`src/hw/crc_pkg.sv`:
```
// constants and types shared by the continuous recording controller
package crc_pkg;
   // ----------------------------------------------------------------------
   // register byte offsets
   // ----------------------------------------------------------------------
   localparam logic [7:0] CTRL_OFS = 8'h00;
   localparam logic [7:0] CHEN_OFS = 8'h04;
   localparam logic [7:0] HIST_OFS = 8'h08;
   localparam logic [7:0] DUR_OFS = 8'h0c;
   localparam logic [7:0] STAT_OFS = 8'h10;
   localparam logic [7:0] OVCNT_OFS = 8'h14;
   localparam logic [7:0] ELAP_OFS = 8'h18;
   localparam logic [7:0] ADDR_OFS = 8'h1c;
   // ----------------------------------------------------------------------
   // field positions
   // ----------------------------------------------------------------------
   localparam int CTRL_START_BIT = 0;
   localparam int CTRL_STOP_BIT = 1;
   localparam int CTRL_MODE_LSB = 2;
   localparam int STAT_REC_BIT = 0;
   localparam int STAT_SUSP_BIT = 1;
   localparam int STAT_OVR_BIT = 2;
   localparam int STAT_WRAP_BIT = 3;
   localparam int STAT_CAUSE_LSB = 4;
   // ----------------------------------------------------------------------
   // widths, sizes and reset values
   // ----------------------------------------------------------------------
   localparam int NCHAN = 16;
   localparam int SMP_W = 16;
   localparam int CH_W = 4;
   localparam int FIFO_W = 1 + CH_W + SMP_W;
   localparam int FIFO_DEPTH = 16;
   localparam int FIFO_AW = 4;
   localparam logic [15:0] CHEN_RST = 16'hffff;
   localparam logic [31:0] HIST_RST = 32'h0000_1000;
   localparam logic [31:0] DUR_RST = 32'h0000_03e8;
   // ----------------------------------------------------------------------
   // timing: one elapsed-time tick per millisecond
   // ----------------------------------------------------------------------
   localparam int CLK_PERIOD_NS = 10;
   localparam int TICK_PERIOD_NS = 1000000;
   localparam int TICK_CYCLES = TICK_PERIOD_NS / CLK_PERIOD_NS;
   // ----------------------------------------------------------------------
   // enumerations
   // ----------------------------------------------------------------------
   typedef enum logic [1:0] {
      MODE_STANDARD = 2'b00,
      MODE_CIRCULAR = 2'b01,
      MODE_TIMED = 2'b10,
      MODE_TRIGGER = 2'b11
   } crc_mode_e;
   typedef enum logic [1:0] {
      ST_IDLE = 2'b00,
      ST_REC = 2'b01,
      ST_SUSP = 2'b10
   } crc_state_e;
   typedef enum logic [2:0] {
      END_NONE = 3'h0,
      END_USER = 3'h1,
      END_MEDIA_FULL = 3'h2,
      END_TRIGGER = 3'h3,
      END_TIME = 3'h4
   } crc_cause_e;
endpackage

```
`src/hw/crc_fifo_if.sv`:
```
// handshake bundle between the controller and its sample fifo
`timescale 1ns/10ps
interface crc_fifo_if;
   logic wr_valid;
   logic wr_ready;
   logic [crc_pkg::FIFO_W-1:0] wr_data;
   logic rd_valid;
   logic rd_ready;
   logic [crc_pkg::FIFO_W-1:0] rd_data;
   logic empty;
   logic full;
   modport ctrl_side (output wr_valid, output wr_data, output rd_ready,
      input wr_ready, input rd_valid, input rd_data, input empty, input full);
   modport fifo_side (input wr_valid, input wr_data, input rd_ready,
      output wr_ready, output rd_valid, output rd_data, output empty, output full);
endinterface

```
`src/hw/crc_fifo.sv`:
```
// first-word-fall-through sample fifo between acquisition and storage
`timescale 1ns/10ps
module crc_fifo (
   input wire logic mclk,
   input wire logic sys_rst,
   crc_fifo_if.fifo_side f
);
   logic [crc_pkg::FIFO_W-1:0] mem [crc_pkg::FIFO_DEPTH];
   logic [crc_pkg::FIFO_AW:0] wptr_ff;
   logic [crc_pkg::FIFO_AW:0] rptr_ff;
   logic do_wr;
   logic do_rd;

   assign f.empty = (wptr_ff == rptr_ff);
   assign f.full = (wptr_ff[crc_pkg::FIFO_AW] != rptr_ff[crc_pkg::FIFO_AW]) &&
      (wptr_ff[crc_pkg::FIFO_AW-1:0] == rptr_ff[crc_pkg::FIFO_AW-1:0]);
   assign f.wr_ready = ~f.full;
   assign f.rd_valid = ~f.empty;
   assign f.rd_data = mem[rptr_ff[crc_pkg::FIFO_AW-1:0]];
   assign do_wr = f.wr_valid & ~f.full;
   assign do_rd = f.rd_ready & ~f.empty;

   always_ff @(posedge mclk) begin
      if (do_wr) begin
         mem[wptr_ff[crc_pkg::FIFO_AW-1:0]] <= f.wr_data;
      end
   end

   always_ff @(posedge mclk or posedge sys_rst) begin
      if (sys_rst) begin
         wptr_ff <= '0;
         rptr_ff <= '0;
      end else begin
         if (do_wr) begin
            wptr_ff <= wptr_ff + 1'b1;
         end
         if (do_rd) begin
            rptr_ff <= rptr_ff + 1'b1;
         end
      end
   end
endmodule

```
`src/hw/crc_tick_div.sv`:
```
// divider giving a one-cycle enable pulse every period cycles
`timescale 1ns/10ps
module crc_tick_div #(
   parameter int PERIOD = 100000
) (
   input wire logic mclk,
   input wire logic sys_rst,
   input wire logic run,
   output logic tick
);
   logic [31:0] cnt_ff;

   always_ff @(posedge mclk or posedge sys_rst) begin
      if (sys_rst) begin
         cnt_ff <= '0;
         tick <= 1'b0;
      end else if (!run) begin
         cnt_ff <= '0;
         tick <= 1'b0;
      end else if (cnt_ff == 32'(PERIOD - 1)) begin
         cnt_ff <= '0;
         tick <= 1'b1;
      end else begin
         cnt_ff <= cnt_ff + 32'h1;
         tick <= 1'b0;
      end
   end
endmodule

```
`src/hw/crc_top.sv`:
```
// continuous recording controller: modes, stop decisions, fifo and overrun markers
`timescale 1ns/10ps
module crc_top #(
   parameter int TICK_CYCLES = crc_pkg::TICK_CYCLES
) (
   input wire logic mclk,
   input wire logic sys_rst,
   input wire logic wb_cyc_i,
   input wire logic wb_stb_i,
   input wire logic wb_we_i,
   input wire logic [7:0] wb_adr_i,
   input wire logic [3:0] wb_sel_i,
   input wire logic [31:0] wb_dat_i,
   output logic [31:0] wb_dat_o,
   output logic wb_ack_o,
   input wire logic smp_valid,
   input wire logic [crc_pkg::CH_W-1:0] smp_chan,
   input wire logic [crc_pkg::SMP_W-1:0] smp_data,
   input wire logic sys_trigger,
   input wire logic media_full,
   output logic st_valid,
   input wire logic st_ready,
   output logic st_marker,
   output logic [crc_pkg::CH_W-1:0] st_chan,
   output logic [crc_pkg::SMP_W-1:0] st_data,
   output logic [31:0] st_addr,
   output logic rec_active,
   output logic rec_suspended
);
   // ----------------------------------------------------------------------
   // declarations
   // ----------------------------------------------------------------------
   crc_fifo_if fif ();
   crc_pkg::crc_state_e state_ff;
   crc_pkg::crc_state_e nxt_state;
   crc_pkg::crc_mode_e mode_ff;
   crc_pkg::crc_cause_e cause_ff;
   crc_pkg::crc_cause_e nxt_cause;
   logic [15:0] chen_ff;
   logic [31:0] hist_ff;
   logic [31:0] dur_ff;
   logic [31:0] elapsed_ff;
   logic [31:0] ovcnt_ff;
   logic [31:0] addr_ff;
   logic ovr_ff;
   logic wrap_ff;
   logic ack_ff;
   logic [31:0] rdat_ff;
   logic [31:0] rd_mux;
   logic st_valid_ff;
   logic st_marker_ff;
   logic [crc_pkg::CH_W-1:0] st_chan_ff;
   logic [crc_pkg::SMP_W-1:0] st_data_ff;
   logic [31:0] st_addr_ff;
   logic rec_active_ff;
   logic rec_susp_ff;
   logic bus_req;
   logic bus_wr;
   logic start_cmd;
   logic stop_cmd;
   logic ovr_clr;
   logic ms_tick;
   logic recording;
   logic smp_take;
   logic marker_push;
   logic overrun_evt;
   logic st_load;
   logic time_up;

   // ----------------------------------------------------------------------
   // wishbone slave: one wait state, ack for one cycle
   // ----------------------------------------------------------------------
   assign bus_req = wb_cyc_i & wb_stb_i & ~ack_ff;
   assign bus_wr = bus_req & wb_we_i;
   // start and stop are write-one strobes on the low byte of the control word
   assign start_cmd = bus_wr & wb_sel_i[0] & (wb_adr_i == crc_pkg::CTRL_OFS) &
      wb_dat_i[crc_pkg::CTRL_START_BIT];
   assign stop_cmd = bus_wr & wb_sel_i[0] & (wb_adr_i == crc_pkg::CTRL_OFS) &
      wb_dat_i[crc_pkg::CTRL_STOP_BIT];
   assign ovr_clr = bus_wr & wb_sel_i[0] & (wb_adr_i == crc_pkg::STAT_OFS) &
      wb_dat_i[crc_pkg::STAT_OVR_BIT];

   always_comb begin
      rd_mux = 32'h0;
      unique case (wb_adr_i)
         crc_pkg::CTRL_OFS: begin
            rd_mux[crc_pkg::CTRL_MODE_LSB +: 2] = mode_ff;
         end
         crc_pkg::CHEN_OFS: begin
            rd_mux[15:0] = chen_ff;
         end
         crc_pkg::HIST_OFS: begin
            rd_mux = hist_ff;
         end
         crc_pkg::DUR_OFS: begin
            rd_mux = dur_ff;
         end
         crc_pkg::STAT_OFS: begin
            rd_mux[crc_pkg::STAT_REC_BIT] = (state_ff != crc_pkg::ST_IDLE);
            rd_mux[crc_pkg::STAT_SUSP_BIT] = (state_ff == crc_pkg::ST_SUSP);
            rd_mux[crc_pkg::STAT_OVR_BIT] = ovr_ff;
            rd_mux[crc_pkg::STAT_WRAP_BIT] = wrap_ff;
            rd_mux[crc_pkg::STAT_CAUSE_LSB +: 3] = cause_ff;
         end
         crc_pkg::OVCNT_OFS: begin
            rd_mux = ovcnt_ff;
         end
         crc_pkg::ELAP_OFS: begin
            rd_mux = elapsed_ff;
         end
         crc_pkg::ADDR_OFS: begin
            rd_mux = addr_ff;
         end
         default: begin
            rd_mux = 32'h0;
         end
      endcase
   end

   always_ff @(posedge mclk or posedge sys_rst) begin
      if (sys_rst) begin
         ack_ff <= 1'b0;
         rdat_ff <= 32'h0;
      end else begin
         ack_ff <= bus_req;
         if (bus_req && !wb_we_i) begin
            rdat_ff <= rd_mux;
         end
      end
   end

   // configuration is frozen while a recording runs
   always_ff @(posedge mclk or posedge sys_rst) begin
      if (sys_rst) begin
         mode_ff <= crc_pkg::MODE_STANDARD;
         chen_ff <= crc_pkg::CHEN_RST;
         hist_ff <= crc_pkg::HIST_RST;
         dur_ff <= crc_pkg::DUR_RST;
      end else if (bus_wr && state_ff == crc_pkg::ST_IDLE) begin
         if (wb_adr_i == crc_pkg::CTRL_OFS && wb_sel_i[0]) begin
            mode_ff <= crc_pkg::crc_mode_e'(wb_dat_i[crc_pkg::CTRL_MODE_LSB +: 2]);
         end
         if (wb_adr_i == crc_pkg::CHEN_OFS) begin
            if (wb_sel_i[0]) begin
               chen_ff[7:0] <= wb_dat_i[7:0];
            end
            if (wb_sel_i[1]) begin
               chen_ff[15:8] <= wb_dat_i[15:8];
            end
         end
         for (int b = 0; b < 4; b++) begin
            if (wb_sel_i[b] && wb_adr_i == crc_pkg::HIST_OFS) begin
               hist_ff[8*b +: 8] <= wb_dat_i[8*b +: 8];
            end
            if (wb_sel_i[b] && wb_adr_i == crc_pkg::DUR_OFS) begin
               dur_ff[8*b +: 8] <= wb_dat_i[8*b +: 8];
            end
         end
      end
   end

   // ----------------------------------------------------------------------
   // elapsed time in milliseconds
   // ----------------------------------------------------------------------
   assign recording = (state_ff != crc_pkg::ST_IDLE);

   crc_tick_div #(
      .PERIOD(TICK_CYCLES)
   ) u_tick (
      .mclk(mclk),
      .sys_rst(sys_rst),
      .run(recording),
      .tick(ms_tick)
   );

   // time keeps running through suspensions; the gap is part of the recording
   always_ff @(posedge mclk or posedge sys_rst) begin
      if (sys_rst) begin
         elapsed_ff <= 32'h0;
      end else if (start_cmd && !recording) begin
         elapsed_ff <= 32'h0;
      end else if (recording && ms_tick) begin
         elapsed_ff <= elapsed_ff + 32'h1;
      end
   end

   assign time_up = (elapsed_ff >= dur_ff);

   // ----------------------------------------------------------------------
   // recording state and end decision
   // ----------------------------------------------------------------------
   always_comb begin
      nxt_state = state_ff;
      nxt_cause = cause_ff;
      unique case (state_ff)
         crc_pkg::ST_IDLE: begin
            if (start_cmd) begin
               nxt_state = crc_pkg::ST_REC;
               nxt_cause = crc_pkg::END_NONE;
            end
         end
         crc_pkg::ST_REC, crc_pkg::ST_SUSP: begin
            if (state_ff == crc_pkg::ST_REC && fif.full) begin
               nxt_state = crc_pkg::ST_SUSP;
            end else if (state_ff == crc_pkg::ST_SUSP && fif.empty) begin
               nxt_state = crc_pkg::ST_REC;
            end
            unique case (mode_ff)
               crc_pkg::MODE_STANDARD: begin
                  if (media_full) begin
                     nxt_state = crc_pkg::ST_IDLE;
                     nxt_cause = crc_pkg::END_MEDIA_FULL;
                  end
               end
               crc_pkg::MODE_CIRCULAR: begin
                  if (sys_trigger) begin
                     nxt_state = crc_pkg::ST_IDLE;
                     nxt_cause = crc_pkg::END_TRIGGER;
                  end
               end
               crc_pkg::MODE_TIMED: begin
                  if (media_full) begin
                     nxt_state = crc_pkg::ST_IDLE;
                     nxt_cause = crc_pkg::END_MEDIA_FULL;
                  end else if (time_up) begin
                     nxt_state = crc_pkg::ST_IDLE;
                     nxt_cause = crc_pkg::END_TIME;
                  end
               end
               crc_pkg::MODE_TRIGGER: begin
                  if (media_full) begin
                     nxt_state = crc_pkg::ST_IDLE;
                     nxt_cause = crc_pkg::END_MEDIA_FULL;
                  end else if (sys_trigger) begin
                     nxt_state = crc_pkg::ST_IDLE;
                     nxt_cause = crc_pkg::END_TRIGGER;
                  end
               end
            endcase
            // user stop outranks the automatic causes
            if (stop_cmd) begin
               nxt_state = crc_pkg::ST_IDLE;
               nxt_cause = crc_pkg::END_USER;
            end
         end
         default: begin
            nxt_state = crc_pkg::ST_IDLE;
         end
      endcase
   end

   always_ff @(posedge mclk or posedge sys_rst) begin
      if (sys_rst) begin
         state_ff <= crc_pkg::ST_IDLE;
         cause_ff <= crc_pkg::END_NONE;
      end else begin
         state_ff <= nxt_state;
         cause_ff <= nxt_cause;
      end
   end

   // ----------------------------------------------------------------------
   // fifo write side: samples, or a marker on leaving suspension
   // ----------------------------------------------------------------------
   // the marker is written in the cycle the buffer is seen empty, so it
   // always finds room and sits exactly at the gap in the stream
   assign marker_push = (state_ff == crc_pkg::ST_SUSP) && fif.empty &&
      (nxt_state == crc_pkg::ST_REC);
   assign smp_take = (state_ff == crc_pkg::ST_REC) && smp_valid &&
      chen_ff[smp_chan] && !fif.full;
   assign overrun_evt = (state_ff == crc_pkg::ST_REC) && fif.full;

   crc_fifo u_fifo (
      .mclk(mclk),
      .sys_rst(sys_rst),
      .f(fif.fifo_side)
   );

   always_comb begin
      fif.wr_valid = smp_take | marker_push;
      if (marker_push) begin
         fif.wr_data = {1'b1, {crc_pkg::CH_W{1'b0}}, {crc_pkg::SMP_W{1'b0}}};
      end else begin
         fif.wr_data = {1'b0, smp_chan, smp_data};
      end
   end

   // overrun flag: a new overrun wins over a clear in the same cycle
   always_ff @(posedge mclk or posedge sys_rst) begin
      if (sys_rst) begin
         ovr_ff <= 1'b0;
         ovcnt_ff <= 32'h0;
      end else begin
         if (overrun_evt) begin
            ovr_ff <= 1'b1;
            ovcnt_ff <= ovcnt_ff + 32'h1;
         end else if (ovr_clr) begin
            ovr_ff <= 1'b0;
         end
      end
   end

   // ----------------------------------------------------------------------
   // storage side: drains in every state, suspended or stopped
   // ----------------------------------------------------------------------
   assign st_load = fif.rd_valid && (!st_valid_ff || st_ready);
   assign fif.rd_ready = st_load;

   always_ff @(posedge mclk or posedge sys_rst) begin
      if (sys_rst) begin
         st_valid_ff <= 1'b0;
         st_marker_ff <= 1'b0;
         st_chan_ff <= '0;
         st_data_ff <= '0;
         st_addr_ff <= 32'h0;
      end else if (st_load) begin
         st_valid_ff <= 1'b1;
         st_marker_ff <= fif.rd_data[crc_pkg::FIFO_W-1];
         st_chan_ff <= fif.rd_data[crc_pkg::SMP_W +: crc_pkg::CH_W];
         st_data_ff <= fif.rd_data[crc_pkg::SMP_W-1:0];
         st_addr_ff <= addr_ff;
      end else if (st_ready) begin
         st_valid_ff <= 1'b0;
      end
   end

   // storage address: linear, or wrapped at the history length in circular mode
   always_ff @(posedge mclk or posedge sys_rst) begin
      if (sys_rst) begin
         addr_ff <= 32'h0;
         wrap_ff <= 1'b0;
      end else if (start_cmd && !recording) begin
         addr_ff <= 32'h0;
         wrap_ff <= 1'b0;
      end else if (st_load) begin
         if (mode_ff == crc_pkg::MODE_CIRCULAR && addr_ff + 32'h1 >= hist_ff) begin
            addr_ff <= 32'h0;
            wrap_ff <= 1'b1;
         end else begin
            addr_ff <= addr_ff + 32'h1;
         end
      end
   end

   // ----------------------------------------------------------------------
   // status pins
   // ----------------------------------------------------------------------
   always_ff @(posedge mclk or posedge sys_rst) begin
      if (sys_rst) begin
         rec_active_ff <= 1'b0;
         rec_susp_ff <= 1'b0;
      end else begin
         rec_active_ff <= (nxt_state != crc_pkg::ST_IDLE);
         rec_susp_ff <= (nxt_state == crc_pkg::ST_SUSP);
      end
   end

   assign wb_ack_o = ack_ff;
   assign wb_dat_o = rdat_ff;
   assign st_valid = st_valid_ff;
   assign st_marker = st_marker_ff;
   assign st_chan = st_chan_ff;
   assign st_data = st_data_ff;
   assign st_addr = st_addr_ff;
   assign rec_active = rec_active_ff;
   assign rec_suspended = rec_susp_ff;
endmodule

```
`config.mk`:
```
export PLATFORM = sky130hd
export DESIGN_NAME = crc_top
export DESIGN_NICKNAME = d
export VERILOG_FILES = /design/src/hw/crc_pkg.sv /design/src/hw/crc_fifo_if.sv /design/src/hw/crc_fifo.sv /design/src/hw/crc_tick_div.sv /design/src/hw/crc_top.sv
export SDC_FILE = /design/constraint.sdc
export NUM_CORES = 1
export LEC_CHECK = 0
export BUFFER_PORTS_ARGS = -buffer_cell sky130_fd_sc_hd__buf_2
export CAP_MARGIN = 40
export CORE_MARGIN = 2
export CORE_UTILIZATION = 29
export CTS_CLUSTER_DIAMETER = 60
export DETAILED_ROUTE_END_ITERATION = 6
export PLACE_DENSITY_LB_ADDON = 0.2
export SLEW_MARGIN = 20
export SYNTH_ARGS = -nofsm -noshare
export SYNTH_HDL_FRONTEND = slang
export SYNTH_SLANG_ARGS = --single-unit
```
`constraint.sdc`:
```
create_clock -name mclk -period 19.11 [get_ports mclk]
set_clock_uncertainty 0.1 [all_clocks]
set_input_delay 1.911 -clock mclk [delete_from_list [all_inputs] [get_ports mclk]]
set_output_delay 1.911 -clock mclk [all_outputs]
set_load 0.01 [all_outputs]
```
# == Word level (Yosys, flattened, before mapping) ==
# Memory sizes are Yosys's and may differ from the RTL's. A register that Yosys moved wholly into a read port is not among the register bits.
# Cells that the tools add are included.
# word_totals
register_bits,296
latchBits,0
ramBits,336
romBits,0
in_bits,73
output_inout_bits,89
elab_cells,172
n_memories,1
# classes
addsub,6
mul,0
n_div,0
order_cmp,3
eq_ne,21
shifts,0
n_mux,46
n_bitwise,15
n_reduce_logical,52
# mem_list
name,depth,width,read_ports,rd_clocked_by_memory_dff,write_ports,line,source
u_fifo.mem,16,21,1,1,1,crc_fifo.sv:8,logic [crc_pkg::FIFO_W-1:0] mem [crc_pkg::FIFO_DEPTH];
# ops
operator,count
2-to-1 mux 32 bit,7
"adder 32 x 1 -> 32 bit, second input constant",4
case mux 16 bit (5 select lines),1
>= comparator 32 bit,2
case mux 9 bit (6 select lines),1
"== test 32 x 17 -> 1 bit, second input constant",1
"== test 8 x 5 -> 1 bit, second input constant",4
logical AND 1 bit,22
2-to-1 mux 21 bit,1
2-to-1 mux 3 bit,7
case mux 3 bit (7 select lines),1
AND reduction 2 bit,10
2-to-1 mux 2 bit,9
"== test 8 x 4 -> 1 bit, second input constant",2
case mux 2 bit (8 select lines),1
nonzero test 2 bit,8
case mux 2 bit (7 select lines),1
2-to-1 mux 1 bit,12
case mux 3 bit (4 select lines),1
AND 1 bit,11
"adder 5 x 1 -> 5 bit, second input constant",2
"== test 2 bit, second input constant",4
"== test 8 x 3 -> 1 bit, second input constant",1
zero test 8 bit,1
other kinds (20),29

# == Longest topological paths before layout ==
# logic_depth
depth_word,15
mapped_depth,19
depth_no_buf,16

# == Cells and area by module ==
# Synthesis repeated with hierarchy kept, for this count alone.
# hier_totals
hier_cells,2382
hier_area_um2,30110.1
# by_module_without_submodules
module,n_inst,cells_each,area_each_um2,seq_area_each_um2
crc_top,1,1602,15050.7,6885.4
crc_fifo,1,601,13247.7,10339.9
crc_tick_div,1,179,1811.7,825.8

# == Least setup slack after synthesis ==
# Ideal clock, no wire load.
# synth_timing
kind,input to register
from,in wb_adr_i[4]
to,"mem u_fifo.mem[3][0] (netlist bit), enable pin"
setup_time_ns,0.425
arrival_time_ns,5.457
t_required_ns,18.585
slack_ns,13.128
path_stages,10
path_buffers,2
cell_sequence,or4_1 -> buf_2 -> nor2_1 -> a311oi_1 -> or3_1 -> a21oi_1 -> o31a_1 -> clkbuf_1 -> nand2_1 -> nor3_1
# synth_via
elab_chain_cells,11
elab_cells_between_ends,13
cone_classes,eq/ne: 1; mux: 5; bitwise: 5; reduce/logical: 2
# synth_lines
item,line,source
start: declaration,crc_top.sv:11,"input wire logic [7:0] wb_adr_i,"
zero test 8 bit *,"crc_top.sv:76, crc_top.sv:78",
AND 1 bit *,"crc_top.sv:76, crc_top.sv:78",
"AND 1 bit, on equally long branches","crc_top.sv:78, crc_top.sv:76",
"2-to-1 mux 2 bit, on equally long branches","crc_top.sv:241, crc_top.sv:197",
case mux 2 bit (2 select lines) *,crc_top.sv:195,unique case (state_ff)
== test 2 x 1 -> 1 bit *,crc_top.sv:268,(nxt_state == crc_pkg::ST_REC);
logical AND 1 bit *,crc_top.sv:267,assign marker_push = (state_ff == crc_pkg::ST_SUSP) && fif.empty &&
bitwise OR 1 bit *,crc_top.sv:280,fif.wr_valid = smp_take | marker_push;
AND 1 bit *,crc_fifo.sv:20,assign do_wr = f.wr_valid & ~f.full;
2-to-1 mux 1 bit *,crc_fifo.sv:24,if (do_wr) begin
2-to-1 mux 1 bit (implied by the code) *,crc_fifo.sv:25,mem[wptr_ff[crc_pkg::FIFO_AW-1:0]] <= f.wr_data;
end: declaration,crc_fifo.sv:8,
# Every way passes the cells marked *; elsewhere a longest branch is shown, timed or not.

# == Worst setup path after layout ==
# layout_timing
from,reg addr_ff[3]
to,reg addr_ff[20]
# layout_via
elab_chain_cells,6
# layout_lines
item,line,source
start: declaration,crc_top.sv:44,logic [31:0] addr_ff;
start signal: assignment,crc_top.sv:340,addr_ff <= addr_ff + 32'h1;
adder 32 x 1 -> 32 bit *,"crc_top.sv:336, crc_top.sv:340",
>= comparator 32 bit,crc_top.sv:336,if (mode_ff == crc_pkg::MODE_CIRCULAR && addr_ff + 32'h1 >= hist_ff) begin
logical AND 1 bit,crc_top.sv:336,
2-to-1 mux 32 bit *,crc_top.sv:336,
2-to-1 mux 32 bit *,crc_top.sv:335,end else if (st_load) begin
2-to-1 mux 32 bit *,crc_top.sv:332,end else if (start_cmd && !recording) begin
# Every way passes the cells marked *; elsewhere a longest branch is shown, timed or not. The select of a mux whose other input is x is not followed.
# A chain may end at the register's enable or synchronous reset.

==> impl_results.md <==
* Status: finished clean
* Layout cell share with drive strength beyond 1 at 0.227
* Initial Util at 0.292
* CP arrival at 6.13 ns
* Clk slew on worst S/H paths at around 0.06 ns
* Post-Syn Area at about 0.029 mm²
* Global route overflow at 0
* Syn Inst Count at between 2000 and 2500
* Main synth FF type: edfxtp_1
* Post-synth top area share at 0.347
* Area Growth Syn to Fin at 18.4%
* Area share of fa/ha/maj cells after synthesis at 0.0331
* Synth warnings at 0
* Die area at 0.103 mm²
* Cell taking the most area after synthesis: edfxtp_1
* Clock Path Buffers at 3
* Post-layout min period at approximately 5.7 ns
* Number of DRC markers in iteration 0 at about 1500
* Simple-gate share of the synthesized area at 0.103
* Final setup violation count at 0
* Die X at 321 µm
* Root Driver: clkbuf_16
* Yosys cell types at 55
* Vias per cell at between 5 and 6
* Largest net degree at the start of global routing at 175
* Cell mode on critical path: nor3_1
* First-pass GRT wire length at about 130 mm
* Slew @ Worst Pin at between 0.9 and 1 ns
* Final nets at 2522
* Number of nets with antenna violations after routing at 0
* DRC violations left at 0
* Startpoint type of the worst setup path: flop
* CP Cell Sequence: nand4_1 > nor3_1 > nand3_1 > nor3_1 > nand3_1 > xnor2_1 > ha_1 > nand4_1 > or2_2 > nor3_1 > o211ai_1 > a21oi_1 > o311a_1 > nor2_1 > buf_4 > a221o_1
* Total CTS buffers at a little under 80
* Routed WL per cell at roughly 23 µm
* Fin. Hold Viols at 0
* Post-Route Setup TNS at 0 ns
* Synth Area in XOR/XNOR at 0.0346
* CP Class: reg -> reg
* Main combinational cell family by area after synthesis: multiplexers
* Yosys reg bits at between 600 and 700
* Fraction of registers with async set or reset after synthesis at 0.485
* Highest clock rate at roughly 170 MHz
* Total vias in the final route at between 15000 and 20000
* Seq/Total Area, Yosys at 0.620
* Number of global-route vias before repair at just under 20000
* Post-cts sizing count at 0
* Worst Path Required at just under 20 ns
* Hold crit path type: reg -> reg
* Slew Limit Headroom at 0.350
* Avg Inst Size Synth at approximately 13 µm²
* Top-count cell post-synth: edfxtp_1
* Drt first pass iters at 7
* Slowest stage cell, crit path: nor3_1
* H-tree depth at 3
* CTS tree: built
* CTS Sinks at around 650
* Post-synth net total at approximately 2300
* Leak Pwr at roughly 14 nW
* Max incr delay on CP at approximately 0.65 ns
* Antenna violations before repair at 6
* Core ar. at 0.0999 mm²
* Num rows at 116
* Pwr per Cell Area at roughly 110 mW/mm²
* Post-DP HPWL at slightly below 60 mm
* Final WL at 86.2 mm
* Mux share of post-synthesis cell area at 0.104
* Max-cap violation count at 0
* Post-CTS Setup Bufs at 0
* Main area contributors after synthesis: edfxtp_1 (35%), dfrtp_1 (25%), mux4_2 (8.5%)
* Final Cycle Share at 0.299
* PortBufs at 161
* Io pins at ~160
* # hold bufs at CTS at 0
* Commonest cells post-synth: edfxtp_1 (336), dfrtp_1 (294), nand2_1 (252)
* Slew Limit Fails at 0
* Maximum vdd drop at 59.9 µV
* Synth Area in Compound Gates at 0.0797
* GR Util All Layers at 0.167
* Die height at 321 µm
* RD Place Congestion at between 0.8 and 0.9
* Critical path capture point type: flop
* Fillers at about 9800
* Crit-path max FO at 10
* Post-synth EDFFs at around 340
* Unrepaired setup endpoints after global routing: no
* Final core occ at 0.345
* Later-pin clock latency in the skew report at 0.64 ns
-- final timing paths --
check	start	end	slack [ns]	depth (start not counted)
max reg2reg	addr_ff[3]$_DFFE_PP0P_	addr_ff[20]$_DFFE_PP0P_	13.39	16
min in group asynchronous	sys_rst	st_valid$_DFFE_PP0P_	1.26	2
max in group asynchronous	sys_rst	wb_dat_o[21]$_DFFE_PP0P_	16.23	3
min	wb_dat_o[28]$_DFFE_PP0P_	wb_dat_o[28]$_DFFE_PP0P_	0.37	1
min reg2reg	wb_dat_o[28]$_DFFE_PP0P_	wb_dat_o[28]$_DFFE_PP0P_	0.37	1
max	addr_ff[3]$_DFFE_PP0P_	addr_ff[20]$_DFFE_PP0P_	13.39	16
-- metrics by stage --
step,hold WS [ns],cells,instance area [µm²],setup WS [ns],power [mW]
floorplan,0.346,2189,29100,8.37,2.11
global placement,0.355,3577,31500,13.21,2.36
detailed placement,0.364,3584,31600,13.16,2.38
CTS,0.378,3729,34400,13.49,3.97
global route,0.393,3736,34500,13.17,4.10
finish,0.372,3737,34500,13.39,3.93
-- critical path: cells and delay by family (launching register included) --
family	cells	cell delay, ns
flip-flops	1	0.62
AND/OR/NAND/NOR	9	3.12
buffers and inverters	1	0.27
AO/OA/AOI/OAI	4	0.97
adder cells (fa/ha/maj)	1	0.31
XOR/XNOR	1	0.19
-- flip-flops by register name, indices dropped and copies added (netlist names), 2 cells and up --
register and count:
state_ff 2, elapsed_ff 32, st_addr 32, u_fifo.mem 336
u_fifo.wptr_ff 5, addr_ff 32, ovcnt_ff 32, hist_ff 32
wb_dat_o 32, mode_ff 2, u_fifo.rptr_ff 5, st_chan 4
st_data 16, u_tick.cnt_ff 32, chen_ff 16, cause_ff 3
dur_ff 32
-- area by class of cell --
class | count | area (µm²) | area share
Sequential cell | 653 | 18100 | 0.524
Multi-Input combinational cell | 1340 | 10400 | 0.301
Clock buffer | 101 | 2160 | 0.0626
Tap cell | 1298 | 1620 | 0.0471
Timing Repair Buffer | 210 | 1290 | 0.0373
Clock inverter | 44 | 612 | 0.0177
Inverter | 89 | 342 | 0.00991
Antenna cell | 2 | 5.00 | 0.000145
-- layer usage --
metal | share of wire | track usage
met1 | 0.40 | 0.198
met2 | 0.52 | 0.301
met3 | 0.046 | 0.0311
met4 | 0.035 | 0.0610
met5 | 0.00075 | 0
-- power by group --
part           internal [mW]  switching, mW  leakage, nW  total, mW
Sequential              1.55         0.0982         6.92       1.64
Combinational          0.347          0.358         5.58      0.705
Clock                  0.949          0.629         1.35       1.58
Total                   2.84           1.09         13.9       3.93
-- cells by family (layout without fill, tap and decap cells) --
group,count (synthesis),count (layout)
flip-flops,653,653
AND/OR/NAND/NOR,637,637
AO/OA/AOI/OAI,352,352
buffers and inverters,196,444
multiplexers,159,159
XOR/XNOR,115,115
adder cells (fa/ha/maj),77,77
other,0,2
-- placed cells by master (no fill, tap or decap), types with 14 or more instances in the layout --
master,n
and3_1,32
clkbuf_16,79
dfrtp_1,290
nand2_1,252
xnor2_1,73
nor2_1,105
mux4_2,110
a21o_1,34
a21oi_1,63
or3_1,21
a22o_1,19
a222oi_1,21
buf_2,161
mux2_2,49
a22oi_1,43
buf_4,43
dfstp_2,23
xor2_1,42
ha_1,77
o21ai_0,110
a31oi_1,14
inv_1,88
edfxtp_1,336
and2_1,33
nor3_1,27
nand3_1,66
nand4_1,38
No activity file was read; power rests on OpenSTA's default activity.
